==> config.mk <==
export PLATFORM = sky130hd
export DESIGN_NAME = ocp_settings
export DESIGN_NICKNAME = d
export VERILOG_FILES = /design/src/hw/ocp_pkg.sv /design/src/hw/ocp_rf_filt.sv /design/src/hw/ocp_settings.sv /design/src/hw/ocp_uv_det.sv
export SDC_FILE = /design/constraint.sdc
export NUM_CORES = 2
export LEC_CHECK = 0
export BUFFER_PORTS_ARGS = -buffer_cell sky130_fd_sc_hd__buf_4
export CORE_ASPECT_RATIO = 1.75
export CORE_UTILIZATION = 60
export DETAILED_ROUTE_END_ITERATION = 7
export GPL_TIMING_DRIVEN = 0
export HOLD_SLACK_MARGIN = 0.1
export PLACE_DENSITY = 0.83
export SETUP_SLACK_MARGIN = 0.1
export SLEW_MARGIN = 0
export SYNTH_ARGS = -nofsm -noshare
export SYNTH_HDL_FRONTEND = slang
export SYNTH_SLANG_ARGS = --single-unit
==> constraint.sdc <==
create_clock -name i_clk -period 12.2 [get_ports i_clk]
set_clock_uncertainty 0.2 [all_clocks]
set_input_delay 2.44 -clock i_clk [delete_from_list [all_inputs] [get_ports i_clk]]
set_output_delay 2.44 -clock i_clk [all_outputs]
set_load 0.03 [all_outputs]
==> src/hw/ocp_pkg.sv <==
package ocp_pkg;

  // -------------------------------------------------------------
  // timing
  // -------------------------------------------------------------
  localparam int unsigned CLK_HZ      = 25_000_000;
  localparam int unsigned RF_FAST_MS  = 10;
  localparam int unsigned RF_STD_MS   = 100;
  localparam int unsigned RF_SLOW_MS  = 1000;
  localparam int unsigned STAG_MS     = 50;
  localparam int unsigned RF_FAST_CYC = CLK_HZ / 1000 * RF_FAST_MS;
  localparam int unsigned RF_STD_CYC  = CLK_HZ / 1000 * RF_STD_MS;
  localparam int unsigned RF_SLOW_CYC = CLK_HZ / 1000 * RF_SLOW_MS;
  localparam int unsigned STAG_CYC    = CLK_HZ / 1000 * STAG_MS;
  localparam int unsigned CNT_W       = 25;
  localparam int unsigned TAB_N       = 26;
  localparam logic [4:0]  TAB_LAST    = 5'h19;

  // -------------------------------------------------------------
  // object indices and subindices
  // -------------------------------------------------------------
  localparam logic [15:0] IDX_RST   = 16'h1011;
  localparam logic [15:0] IDX_SET   = 16'h8000;
  localparam logic [15:0] IDX_TAB   = 16'h8001;
  localparam logic [15:0] IDX_STEP  = 16'h0010;
  localparam logic [7:0]  SUB_CNT   = 8'h00;
  localparam logic [7:0]  SUB_KEY   = 8'h01;
  localparam logic [7:0]  SUB_RATED = 8'h11;
  localparam logic [7:0]  SUB_CURVE = 8'h12;
  localparam logic [7:0]  SUB_WARN  = 8'h13;
  localparam logic [7:0]  SUB_PRET  = 8'h14;
  localparam logic [7:0]  SUB_INFN  = 8'h15;
  localparam logic [7:0]  SUB_OVR   = 8'h16;
  localparam logic [7:0]  SUB_UVL   = 8'h17;
  localparam logic [7:0]  SUB_RFF   = 8'h18;
  localparam logic [7:0]  SUB_LOCK  = 8'h19;
  localparam logic [7:0]  SUB_STAG  = 8'h1A;
  localparam logic [7:0]  RST_ENTRIES = 8'h01;
  localparam logic [7:0]  SET_ENTRIES = 8'h1A;
  localparam logic [7:0]  TAB_ENTRIES = 8'h1A;
  localparam logic [31:0] RST_MAGIC   = 32'h64616F6C;

  // -------------------------------------------------------------
  // delivery values
  // -------------------------------------------------------------
  localparam logic [31:0] KEY_DEF   = 32'h00000000;
  localparam logic [7:0]  RATED_DEF = 8'h0A;
  localparam logic [7:0]  CURVE_DEF = 8'h01;
  localparam logic [15:0] WARN_DEF  = 16'h005A;
  localparam logic [7:0]  PRET_DEF  = 8'h02;
  localparam logic [7:0]  INFN_DEF  = 8'h02;
  localparam logic [7:0]  OVR_DEF   = 8'h01;
  localparam logic [7:0]  UVL_DEF   = 8'hAA;
  localparam logic [7:0]  RFF_DEF   = 8'h01;
  localparam logic [7:0]  LOCK_DEF  = 8'h00;
  localparam logic [15:0] STAG_DEF  = 16'h0000;

  // -------------------------------------------------------------
  // choice codes
  // -------------------------------------------------------------
  localparam logic [7:0]  PRET_OFF   = 8'h00;
  localparam logic [7:0]  PRET_ON    = 8'h01;
  localparam logic [7:0]  INFN_RESET = 8'h00;
  localparam logic [7:0]  INFN_POWER = 8'h01;
  localparam logic [7:0]  INFN_BOTH  = 8'h02;
  localparam logic [7:0]  OVR_AUTO   = 8'h01;
  localparam logic [7:0]  RFF_FAST   = 8'h00;
  localparam logic [7:0]  RFF_SLOW   = 8'h02;
  localparam logic [7:0]  LOCK_ON    = 8'h01;
  localparam logic [15:0] STAG_OFF   = 16'h0000;
  localparam logic [7:0]  UV_HYST    = 8'h0A;

endpackage : ocp_pkg

==> src/hw/ocp_rf_filt.sv <==
`timescale 1ns/10ps
module ocp_rf_filt
  import ocp_pkg::*;
(
  input  wire logic             i_clk,
  input  wire logic             i_nrst,
  input  wire logic             i_cond,
  input  wire logic [CNT_W-1:0] i_limit,
  output logic                  o_trip
);

  typedef struct packed {
    logic [CNT_W-1:0] cnt;
    logic             trip;
  } ocp_rf_st_t;

  ocp_rf_st_t st_r;
  ocp_rf_st_t st_nxt;

  // -------------------------------------------------------------
  // filter counter
  // -------------------------------------------------------------
  always_comb begin
    st_nxt      = st_r;
    st_nxt.trip = 1'b0;
    if (!i_cond) begin
      st_nxt.cnt = '0;
    end else if (st_r.cnt >= i_limit) begin
      st_nxt.trip = 1'b1;
    end else begin
      st_nxt.cnt = st_r.cnt + 1'b1;
    end
  end

  always_ff @(posedge i_clk or negedge i_nrst) begin
    if (!i_nrst) begin
      st_r <= '0;
    end else begin
      st_r <= st_nxt;
    end
  end

  assign o_trip = st_r.trip;
endmodule : ocp_rf_filt

==> src/hw/ocp_settings.sv <==
`timescale 1ns/10ps
// Function
// - writing the fixed key to the restore entry reloads every backup setting.
// - each of the two channels keeps its own settings bank, index step 0x10.
// - each channel holds a writable 8-bit rated current value.
// - each channel holds a tripping curve selector, delivered as 1.
// - a channel warns once its current reaches its 16-bit warning level.
// - on supply return each output goes off, on, or keeps its last state.
// - the local input and button reset, toggle power, do both, or nothing.
// - overvoltage trips the outputs; they stay off or return automatically.
// - undervoltage is flagged below a set threshold with 1 V hysteresis.
// - reverse feed switches off after the chosen 10, 100 or 1000 ms filter.
// - the button may set the rated current only when programming is allowed.
// - with stagger on, channel 2 switches on about 50 ms after channel 1.
// - a manual curve gives a trip time in ms for each listed multiple.
module ocp_settings
  import ocp_pkg::*;
#(
  parameter int unsigned RF_FAST = RF_FAST_CYC,
  parameter int unsigned RF_STD  = RF_STD_CYC,
  parameter int unsigned RF_SLOW = RF_SLOW_CYC,
  parameter int unsigned STAG    = STAG_CYC
) (
  input  wire logic             i_clk,
  input  wire logic             i_nrst,
  input  wire logic             i_req,
  input  wire logic             i_wr,
  input  wire logic [15:0]      i_index,
  input  wire logic [7:0]       i_sub,
  input  wire logic [31:0]      i_wdata,
  output logic                  o_ack,
  output logic                  o_abort,
  output logic [31:0]           o_rdata,
  input  wire logic [1:0][15:0] i_cur,
  input  wire logic [7:0]       i_vin,
  input  wire logic             i_ovp,
  input  wire logic [1:0]       i_rev_feed,
  input  wire logic [1:0]       i_oc_trip,
  input  wire logic             i_supply_ret,
  input  wire logic [1:0]       i_local_evt,
  input  wire logic [1:0]       i_btn_prog,
  input  wire logic [7:0]       i_btn_rated,
  input  wire logic [1:0][4:0]  i_tab_pt,
  output logic [1:0]            o_out_on,
  output logic [1:0]            o_tripped,
  output logic [1:0]            o_prewarn,
  output logic [1:0]            o_undervolt,
  output logic [1:0][7:0]       o_rated,
  output logic [1:0][7:0]       o_curve_sel,
  output logic [1:0][15:0]      o_tab_ms
);

  // -------------------------------------------------------------
  // state
  // -------------------------------------------------------------
  typedef struct packed {
    logic [1:0][7:0]             rated, curve, pret, infn;
    logic [1:0][7:0]             ovr, uvl, rff, lock;
    logic [1:0][15:0]            warn, stag;
    logic [31:0]                 key;
    logic [1:0][TAB_N-1:0][15:0] mtab;
    logic [1:0]                  want, trip, ovt, prewarn;
    logic                        ovp;
    logic [CNT_W-1:0]            dly;
    logic                        ack, abort;
    logic [31:0]                 rdata;
    logic [1:0]                  out_on;
    logic [1:0][15:0]            tab_ms;
  } ocp_st_t;

  ocp_st_t    st_r;
  ocp_st_t    st_nxt;
  logic [1:0] rf_trip;
  logic [1:0] set_hit;
  logic [1:0] tab_hit;
  logic       stag_en;

  // -------------------------------------------------------------
  // functions
  // -------------------------------------------------------------
  function automatic ocp_st_t fn_restore(input ocp_st_t s);
    ocp_st_t r;
    r       = s;
    r.key   = KEY_DEF;
    r.rated = {2{RATED_DEF}};
    r.curve = {2{CURVE_DEF}};
    r.warn  = {2{WARN_DEF}};
    r.pret  = {2{PRET_DEF}};
    r.infn  = {2{INFN_DEF}};
    r.ovr   = {2{OVR_DEF}};
    r.uvl   = {2{UVL_DEF}};
    r.rff   = {2{RFF_DEF}};
    r.lock  = {2{LOCK_DEF}};
    r.stag  = {2{STAG_DEF}};
    r.mtab  = '0;
    return r;
  endfunction : fn_restore

  // hit flag, then channel number
  function automatic logic [1:0] fn_chan(input logic [15:0] idx,
                                         input logic [15:0] base);
    logic [15:0] b2;
    b2      = base + IDX_STEP;
    fn_chan = {(idx == base) || (idx == b2), idx == b2};
  endfunction : fn_chan

  function automatic logic [CNT_W-1:0] fn_rf_limit(input logic [7:0] sel);
    logic [CNT_W-1:0] lim;
    if (sel == RFF_FAST) begin
      lim = CNT_W'(RF_FAST);
    end else if (sel == RFF_SLOW) begin
      lim = CNT_W'(RF_SLOW);
    end else begin
      lim = CNT_W'(RF_STD);
    end
    return lim;
  endfunction : fn_rf_limit

  function automatic logic [31:0] fn_rd_set(input ocp_st_t s,
                                            input logic    ch,
                                            input logic [7:0] sub);
    logic [31:0] r;
    r = '0;
    case (sub)
      SUB_CNT:   r = {24'h000000, SET_ENTRIES};
      SUB_RATED: r = {24'h000000, s.rated[ch]};
      SUB_CURVE: r = {24'h000000, s.curve[ch]};
      SUB_WARN:  r = {16'h0000, s.warn[ch]};
      SUB_PRET:  r = {24'h000000, s.pret[ch]};
      SUB_INFN:  r = {24'h000000, s.infn[ch]};
      SUB_OVR:   r = {24'h000000, s.ovr[ch]};
      SUB_UVL:   r = {24'h000000, s.uvl[ch]};
      SUB_RFF:   r = {24'h000000, s.rff[ch]};
      SUB_LOCK:  r = {24'h000000, s.lock[ch]};
      SUB_STAG:  r = {16'h0000, s.stag[ch]};
      default:   r = '0;
    endcase
    return r;
  endfunction : fn_rd_set

  // -------------------------------------------------------------
  // decode
  // -------------------------------------------------------------
  assign set_hit = fn_chan(i_index, IDX_SET);
  assign tab_hit = fn_chan(i_index, IDX_TAB);
  assign stag_en = st_r.stag[1] != STAG_OFF;

  // -------------------------------------------------------------
  // next state
  // -------------------------------------------------------------
  always_comb begin
    st_nxt       = st_r;
    st_nxt.ack   = 1'b0;
    st_nxt.abort = 1'b0;
    for (int c = 0; c < 2; c++) begin
      st_nxt.prewarn[c] = i_cur[c] >= st_r.warn[c];
      if (i_btn_prog[c] && st_r.lock[c] == LOCK_ON) begin
        st_nxt.rated[c] = i_btn_rated;
      end
      if (i_supply_ret) begin
        if (st_r.pret[c] == PRET_OFF) begin
          st_nxt.want[c] = 1'b0;
        end else if (st_r.pret[c] == PRET_ON) begin
          st_nxt.want[c] = 1'b1;
        end
      end else if (i_local_evt[c]) begin
        if (st_r.trip[c]) begin
          if (st_r.infn[c] == INFN_RESET || st_r.infn[c] == INFN_BOTH) begin
            st_nxt.want[c] = 1'b1;
            st_nxt.trip[c] = 1'b0;
            st_nxt.ovt[c]  = 1'b0;
          end
        end else if (st_r.infn[c] == INFN_POWER ||
                     st_r.infn[c] == INFN_BOTH) begin
          st_nxt.want[c] = !st_r.want[c];
        end
      end
      if (!i_ovp && st_r.ovp && st_r.ovt[c] && st_r.ovr[c] == OVR_AUTO) begin
        st_nxt.want[c] = 1'b1;
        st_nxt.trip[c] = 1'b0;
        st_nxt.ovt[c]  = 1'b0;
      end
      if (i_ovp) begin
        st_nxt.want[c] = 1'b0;
        if (!st_r.ovp) begin
          st_nxt.trip[c] = 1'b1;
          st_nxt.ovt[c]  = 1'b1;
        end
      end
      if (i_oc_trip[c] || rf_trip[c]) begin
        st_nxt.want[c] = 1'b0;
        st_nxt.trip[c] = 1'b1;
      end
      if (i_tab_pt[c] <= TAB_LAST) begin
        st_nxt.tab_ms[c] = st_r.mtab[c][i_tab_pt[c]];
      end else begin
        st_nxt.tab_ms[c] = '0;
      end
    end
    st_nxt.ovp = i_ovp;

    // object access, after local sources so the bus wins
    if (i_req) begin
      st_nxt.ack   = 1'b1;
      st_nxt.rdata = '0;
      if (i_index == IDX_RST) begin
        if (i_sub == SUB_CNT && !i_wr) begin
          st_nxt.rdata = {24'h000000, RST_ENTRIES};
        end else if (i_sub == SUB_KEY && i_wr) begin
          st_nxt.key = i_wdata;
          if (i_wdata == RST_MAGIC) begin
            st_nxt = fn_restore(st_nxt);
          end
        end else if (i_sub == SUB_KEY) begin
          st_nxt.rdata = st_r.key;
        end else begin
          st_nxt.abort = 1'b1;
        end
      end else if (set_hit[1]) begin
        if (!i_wr) begin
          st_nxt.rdata = fn_rd_set(st_r, set_hit[0], i_sub);
          st_nxt.abort = i_sub != SUB_CNT &&
                         (i_sub < SUB_RATED || i_sub > SUB_STAG);
        end else begin
          case (i_sub)
            SUB_RATED: st_nxt.rated[set_hit[0]] = i_wdata[7:0];
            SUB_CURVE: st_nxt.curve[set_hit[0]] = i_wdata[7:0];
            SUB_WARN:  st_nxt.warn[set_hit[0]]  = i_wdata[15:0];
            SUB_PRET:  st_nxt.pret[set_hit[0]]  = i_wdata[7:0];
            SUB_INFN:  st_nxt.infn[set_hit[0]]  = i_wdata[7:0];
            SUB_OVR:   st_nxt.ovr[set_hit[0]]   = i_wdata[7:0];
            SUB_UVL:   st_nxt.uvl[set_hit[0]]   = i_wdata[7:0];
            SUB_RFF:   st_nxt.rff[set_hit[0]]   = i_wdata[7:0];
            SUB_LOCK:  st_nxt.lock[set_hit[0]]  = i_wdata[7:0];
            SUB_STAG:  st_nxt.stag[set_hit[0]]  = i_wdata[15:0];
            default:   st_nxt.abort = 1'b1;
          endcase
        end
      end else if (tab_hit[1]) begin
        if (i_sub == SUB_CNT && !i_wr) begin
          st_nxt.rdata = {24'h000000, TAB_ENTRIES};
        end else if (i_sub == SUB_CNT || i_sub > TAB_ENTRIES) begin
          st_nxt.abort = 1'b1;
        end else if (i_wr) begin
          st_nxt.mtab[tab_hit[0]][5'(i_sub - 8'h01)] = i_wdata[15:0];
        end else begin
          st_nxt.rdata = {16'h0000,
                          st_r.mtab[tab_hit[0]][5'(i_sub - 8'h01)]};
        end
      end else begin
        st_nxt.abort = 1'b1;
      end
    end

    // with stagger on, channel 2 switch-on held until channel 1 has run its delay
    if (!st_r.out_on[0]) begin
      st_nxt.dly = '0;
    end else if (st_r.dly < CNT_W'(STAG)) begin
      st_nxt.dly = st_r.dly + 1'b1;
    end
    st_nxt.out_on[0] = st_nxt.want[0];
    st_nxt.out_on[1] = st_nxt.want[1] && (st_r.out_on[1] || !stag_en ||
                       st_r.dly == CNT_W'(STAG));
  end

  always_ff @(posedge i_clk or negedge i_nrst) begin
    if (!i_nrst) begin
      st_r <= fn_restore('0);
    end else begin
      st_r <= st_nxt;
    end
  end

  // -------------------------------------------------------------
  // per-channel filters and monitors
  // -------------------------------------------------------------
  for (genvar g = 0; g < 2; g++) begin : g_ch
    ocp_rf_filt u_rf (
      .i_clk   (i_clk),
      .i_nrst  (i_nrst),
      .i_cond  (i_rev_feed[g] && st_r.want[g]),
      .i_limit (fn_rf_limit(st_r.rff[g])),
      .o_trip  (rf_trip[g])
    );
    ocp_uv_det u_uv (
      .i_clk  (i_clk),
      .i_nrst (i_nrst),
      .i_vin  (i_vin),
      .i_thr  (st_r.uvl[g]),
      .o_uv   (o_undervolt[g])
    );
  end

  // -------------------------------------------------------------
  // outputs
  // -------------------------------------------------------------
  assign o_ack       = st_r.ack;
  assign o_abort     = st_r.abort;
  assign o_rdata     = st_r.rdata;
  assign o_out_on    = st_r.out_on;
  assign o_tripped   = st_r.trip;
  assign o_prewarn   = st_r.prewarn;
  assign o_rated     = st_r.rated;
  assign o_curve_sel = st_r.curve;
  assign o_tab_ms    = st_r.tab_ms;
endmodule : ocp_settings

==> src/hw/ocp_uv_det.sv <==
`timescale 1ns/10ps
module ocp_uv_det
  import ocp_pkg::*;
(
  input  wire logic       i_clk,
  input  wire logic       i_nrst,
  input  wire logic [7:0] i_vin,
  input  wire logic [7:0] i_thr,
  output logic            o_uv
);

  typedef struct packed {
    logic uv;
  } ocp_uv_st_t;

  ocp_uv_st_t st_r;
  ocp_uv_st_t st_nxt;
  logic [8:0] rel_lvl;

  // -------------------------------------------------------------
  // threshold with hysteresis
  // -------------------------------------------------------------
  assign rel_lvl = {1'b0, i_thr} + {1'b0, UV_HYST};

  always_comb begin
    st_nxt = st_r;
    if (i_vin < i_thr) begin
      st_nxt.uv = 1'b1;
    end else if ({1'b0, i_vin} >= rel_lvl) begin
      st_nxt.uv = 1'b0;
    end
  end

  always_ff @(posedge i_clk or negedge i_nrst) begin
    if (!i_nrst) begin
      st_r <= '0;
    end else begin
      st_r <= st_nxt;
    end
  end

  assign o_uv = st_r.uv;
endmodule : ocp_uv_det

==> results of run 1 <==
## layer usage
metal / overflow / GRT usage
met1: 13 / 0.793
met2: 1037 / 0.962
met3: 27 / 0.620
met4: 663 / 0.788
met5: 1 / 0.277
## stage by stage
stage	cells	cell area [um2]
after floorplan	7111	69400
after global placement	8825	73000
after detailed placement	8839	73200
after CTS	9053	77300
## cells by family after synthesis
group | Yosys count | share of synthesized area
XOR/XNOR | 28 | 0.00353
flip-flops | 1211 | 0.437
buffers and inverters | 786 | 0.0546
multiplexers | 1058 | 0.191
AO/OA/AOI/OAI | 1474 | 0.132
adder cells (fa/ha/maj) | 113 | 0.0204
AND/OR/NAND/NOR | 2441 | 0.162
==> impl_metrics.env, run 1 <==
export IMPL_status="aborted with a tool error"
export IMPL_stop_stage="global routing (5_1_grt)"
export IMPL_stop_error="[ERROR GRT-0116] Global routing finished with congestion. Check the congestion regions in the DRC Viewer."
export IMPL_synth_area_mm2=0.0694
export IMPL_yosys_area_top_type="dfrtp_1"
export IMPL_cts_buffer_depth=3
export IMPL_dp_hpwl_um=303000
export IMPL_synth_area_top_cells="dfrtp_1 43%, mux2i_1 11%, mux4_2 6.7%"
export IMPL_pre_cts_ws_ns=1.33
export IMPL_syn_inst=7111
export IMPL_rows=164
export IMPL_yosys_cell_count_top_type="dfrtp_1"
export IMPL_cts_buffers_inserted=112
export IMPL_io_buffers=220
export IMPL_clock_sinks=1211
export IMPL_hold_buffers=0
export IMPL_fp_dieW_um=259
export IMPL_overflow=1741
export IMPL_grt_use_total=0.789
export IMPL_htree_levels=3
export IMPL_ys_types=96
export IMPL_postSynthAreaPerCell_um2=9.76
export IMPL_ys_seq_elements=1211
export IMPL_yosysSeqAreaShare=0.437
export IMPL_grt_pass1_wl_um=663000
export IMPL_synth_edf_count=0
export IMPL_gp_congestion=1.46
export IMPL_synth_common_cells="1181 x dfrtp_1, 962 x nand2_1, 798 x nor2_1"
export IMPL_async_reset_ff_frac=1.00
export IMPL_num_io_pins=234
export IMPL_synthFlopType="dfrtp_1"
export IMPL_start_util=0.606
export IMPL_die_h_um=452
export IMPL_cts_resized=0
export IMPL_post_cts_buffers=0
export IMPL_syn_nets=7352
export IMPL_synth_top_area_share=0.426
export IMPL_cts_root_buf="clkbuf_16"
export IMPL_grt_pass1_vias=76600
export IMPL_grt_max_degree=190
export IMPL_yosysWarnings=0
==> run 2: changes to the inputs <==
--- a/config.mk
+++ b/config.mk
@@ -6,13 +6,10 @@
 export NUM_CORES = 2
 export LEC_CHECK = 0
 export BUFFER_PORTS_ARGS = -buffer_cell sky130_fd_sc_hd__buf_4
-export CORE_ASPECT_RATIO = 1.75
-export CORE_UTILIZATION = 60
+export CORE_UTILIZATION = 40
 export DETAILED_ROUTE_END_ITERATION = 7
 export GPL_TIMING_DRIVEN = 0
-export HOLD_SLACK_MARGIN = 0.1
-export PLACE_DENSITY = 0.83
-export SETUP_SLACK_MARGIN = 0.1
+export PLACE_DENSITY_LB_ADDON = 0.15
 export SLEW_MARGIN = 0
 export SYNTH_ARGS = -nofsm -noshare
 export SYNTH_HDL_FRONTEND = slang
==> run 2 against run 1 <==
Compared with the run above:
- the flow now finishes, with violations (max-capacitance violations, max-slew violations)
- synthesized cell count stayed put
- area after synthesis unchanged
==> impl_metrics.env, run 2 <==
export IMPL_status="finished with violations"
export IMPL_violations="max-capacitance violations, max-slew violations"
export IMPL_critPathKind="primary input to flip-flop"
export IMPL_vias=67900
export IMPL_fp_dieW_um=419
export IMPL_worstMarginPinSlew_ns=1.77
export IMPL_ys_types=96
export IMPL_cts_buffers_inserted=147
export IMPL_syn_nets=7352
export IMPL_postSynthAreaPerCell_um2=9.76
export IMPL_rsz0062_at_grt="no"
export IMPL_crit_required_ns=12.64
export IMPL_io_buffers=220
export IMPL_grt_pass1_vias=62900
export IMPL_num_fill_cells=16600
export IMPL_grt_max_degree=173
export IMPL_drt_wl_total_um=460000
export IMPL_vdd_ir_drop_max_mv=0.165
export IMPL_startpoint_type="primary input"
export IMPL_max_flop_register="st_r"
export IMPL_drt_wirelength_per_cell_um=46.2
export IMPL_synth_compound_area_share=0.132
export IMPL_cts_resized=0
export IMPL_fin_nets=7741
export IMPL_synthSimpleGateAreaFrac=0.162
export IMPL_yosysSeqAreaShare=0.437
export IMPL_synthFlopType="dfrtp_1"
export IMPL_slew_viol_final=244
export IMPL_async_reset_ff_frac=1.00
export IMPL_layout_commonest_cell="dfrtp_1"
export IMPL_gp_congestion=1.16
export IMPL_viasPerCell=6.83
export IMPL_drive_above_1_share=0.153
export IMPL_ant_nets=0
export IMPL_die_h_um=419
export IMPL_grt_use_total=0.518
export IMPL_syn_inst=7111
export IMPL_synth_common_cells="1181 x dfrtp_1, 962 x nand2_1, 798 x nor2_1"
export IMPL_htree_levels=4
export IMPL_setup_ws_ns=1.38
export IMPL_cp_end_kind="flip-flop"
export IMPL_grt_pass1_wl_um=598000
export IMPL_antenna_found_initial=67
export IMPL_synth_top_area_share=0.426
export IMPL_post_cts_buffers=0
export IMPL_core_mm2=0.172
export IMPL_synth_area_top_cells="dfrtp_1 43%, mux2i_1 11%, mux4_2 6.7%"
export IMPL_met2_usage=0.700
export IMPL_setup_viol=0
export IMPL_cts_buffer_depth=3
export IMPL_yosys_cell_count_top_type="dfrtp_1"
export IMPL_synth_edf_count=0
export IMPL_cts_tree="built"
export IMPL_start_util=0.404
export IMPL_synthMuxAreaShare=0.191
export IMPL_synth_xor_area_frac=0.00353
export IMPL_fin_tns_setup_ns=0
export IMPL_clock_sinks=1211
export IMPL_first_iter_violations=11400
export IMPL_hold_class="flip-flop to flip-flop"
export IMPL_rows=152
export IMPL_grt_busiest_layer="met2"
export IMPL_power_density_mw_per_mm2=121
export IMPL_drt_pass1_iterations=6
export IMPL_yosys_area_top_type="dfrtp_1"
export IMPL_ys_seq_elements=1211
export IMPL_synth_adder_area_share=0.0204
export IMPL_period_needed_ns=10.82
export IMPL_cts_root_buf="clkbuf_16"
export IMPL_top_regs="st_r (1053), g_ch.u_rf.st_r (50)"
export IMPL_overflow=0
export IMPL_worst_path_max_fanout=12
export IMPL_hold_worst_slack_ns=0.249
export IMPL_post_route_period_util=0.887
export IMPL_cap_violations=28
export IMPL_clock_fmax_ghz=0.0924
export IMPL_hold_buffers=0
export IMPL_met3_usage=0.221
export IMPL_synth_area_mm2=0.0694
export IMPL_die_area_mm2=0.175
export IMPL_synth_top_family_by_area="multiplexers"
export IMPL_largest_register_ffs=1053
export IMPL_drc=0
export IMPL_pre_cts_ws_ns=1.28
export IMPL_dp_hpwl_um=359000
export IMPL_path_clk_slew_ns=0.06
export IMPL_syn_to_final_growth_pct=14.7
export IMPL_final_cell_mix="1181 x dfrtp_1, 962 x nand2_1, 795 x mux2i_1"
export IMPL_worstPathArrival_ns=11.26
export IMPL_slew_headroom=-0.182
export IMPL_clock_latency_ns=0.87
export IMPL_num_io_pins=234
export IMPL_power_leakage_nw=35.1
export IMPL_use_met1=0.623
export IMPL_yosysWarnings=0
export IMPL_hold_viol_final=0
[run 2: cell counts after synthesis]
No cell type changed its count.
[run 2: through the flow]
step	cell area [um2]	total power, mW	utilization	cells
2_1_floorplan	69400	4.42	-	7111
3_3_place_gp	74000	4.94	0.430	9641
3_5_place_dp	74500	4.96	0.433	9659
4_1_cts	79500	9.59	0.462	9927
5_1_grt	79600	9.79	0.463	9934
6_report	79600	9.67	0.463	9955
[run 2: cell families after synthesis]
| family | count (synthesis) |
|---|---|
| xor+xnor | 28 |
| mux | 1058 |
| buf+inv | 786 |
| compound gates | 1474 |
| fa+ha+maj | 113 |
| flops | 1211 |
| simple gates | 2441 |
[run 2: worst max-delay path: stages]
cell	delay, ns
buf_4	0.16
buf_2	0.29
inv_1	0.33
buf_2	0.46
buf_2	0.58
buf_2	0.83
ha_1	0.29
clkbuf_1	0.78
clkbuf_2	0.85
clkbuf_1	1.08
clkbuf_1	1.16
a221oi_1	0.27
a21oi_1	1.18
o21ai_1	0.37
[run 2: report_power, final]
group / leakage, nW / total, mW / internal [mW] / switching [mW]
sequential: 16.6 / 4.03 / 4.03 / 0.00590
clock: 2.45 / 4.73 / 2.74 / 1.98
combinational: 16.1 / 0.907 / 0.192 / 0.715
total: 35.1 / 9.67 / 6.96 / 2.70
[run 2: per-layer routing]
layer	wire, um	vias up
li1	-	26200
met1	166000	34500
met2	181000	5644
met3	63100	1543
met4	49700	38
met5	537	-
[run 2: worst paths after layout]
| kind | from | end | slack, ns | cells after the start |
|---|---|---|---|---|
| min reg2reg | g_ch[0].u_rf.o_trip | o_out_on[0] | 0.25 | 1 |
| max reg2reg | st_r[1050] | g_ch[0].u_rf.st_r[14] | 7.21 | 14 |
| min | g_ch[0].u_rf.o_trip | o_out_on[0] | 0.25 | 1 |
| max | i_sub[0] | o_rdata[5] | 1.38 | 14 |
| min in group asynchronous | i_nrst | g_ch[0].u_rf.st_r[6] | 1.48 | 2 |
| max in group asynchronous | i_nrst | st_r[545] | 7.39 | 5 |
[run 2: cell type report]
class,count,area (um2),share of cell area
Timing Repair Buffer,240,2090,0.0262
Sequential cell,1211,30300,0.381
Antenna cell,26,65.1,0.000817
Clock buffer,219,4340,0.0545
Multi-Input combinational cell,5114,35400,0.444
Inverter,85,319,0.00401
Clock inverter,49,683,0.00858
Buffer,701,3530,0.0443
Tap cell,2310,2890,0.0363
No activity file was read; power rests on OpenSTA's default activity.
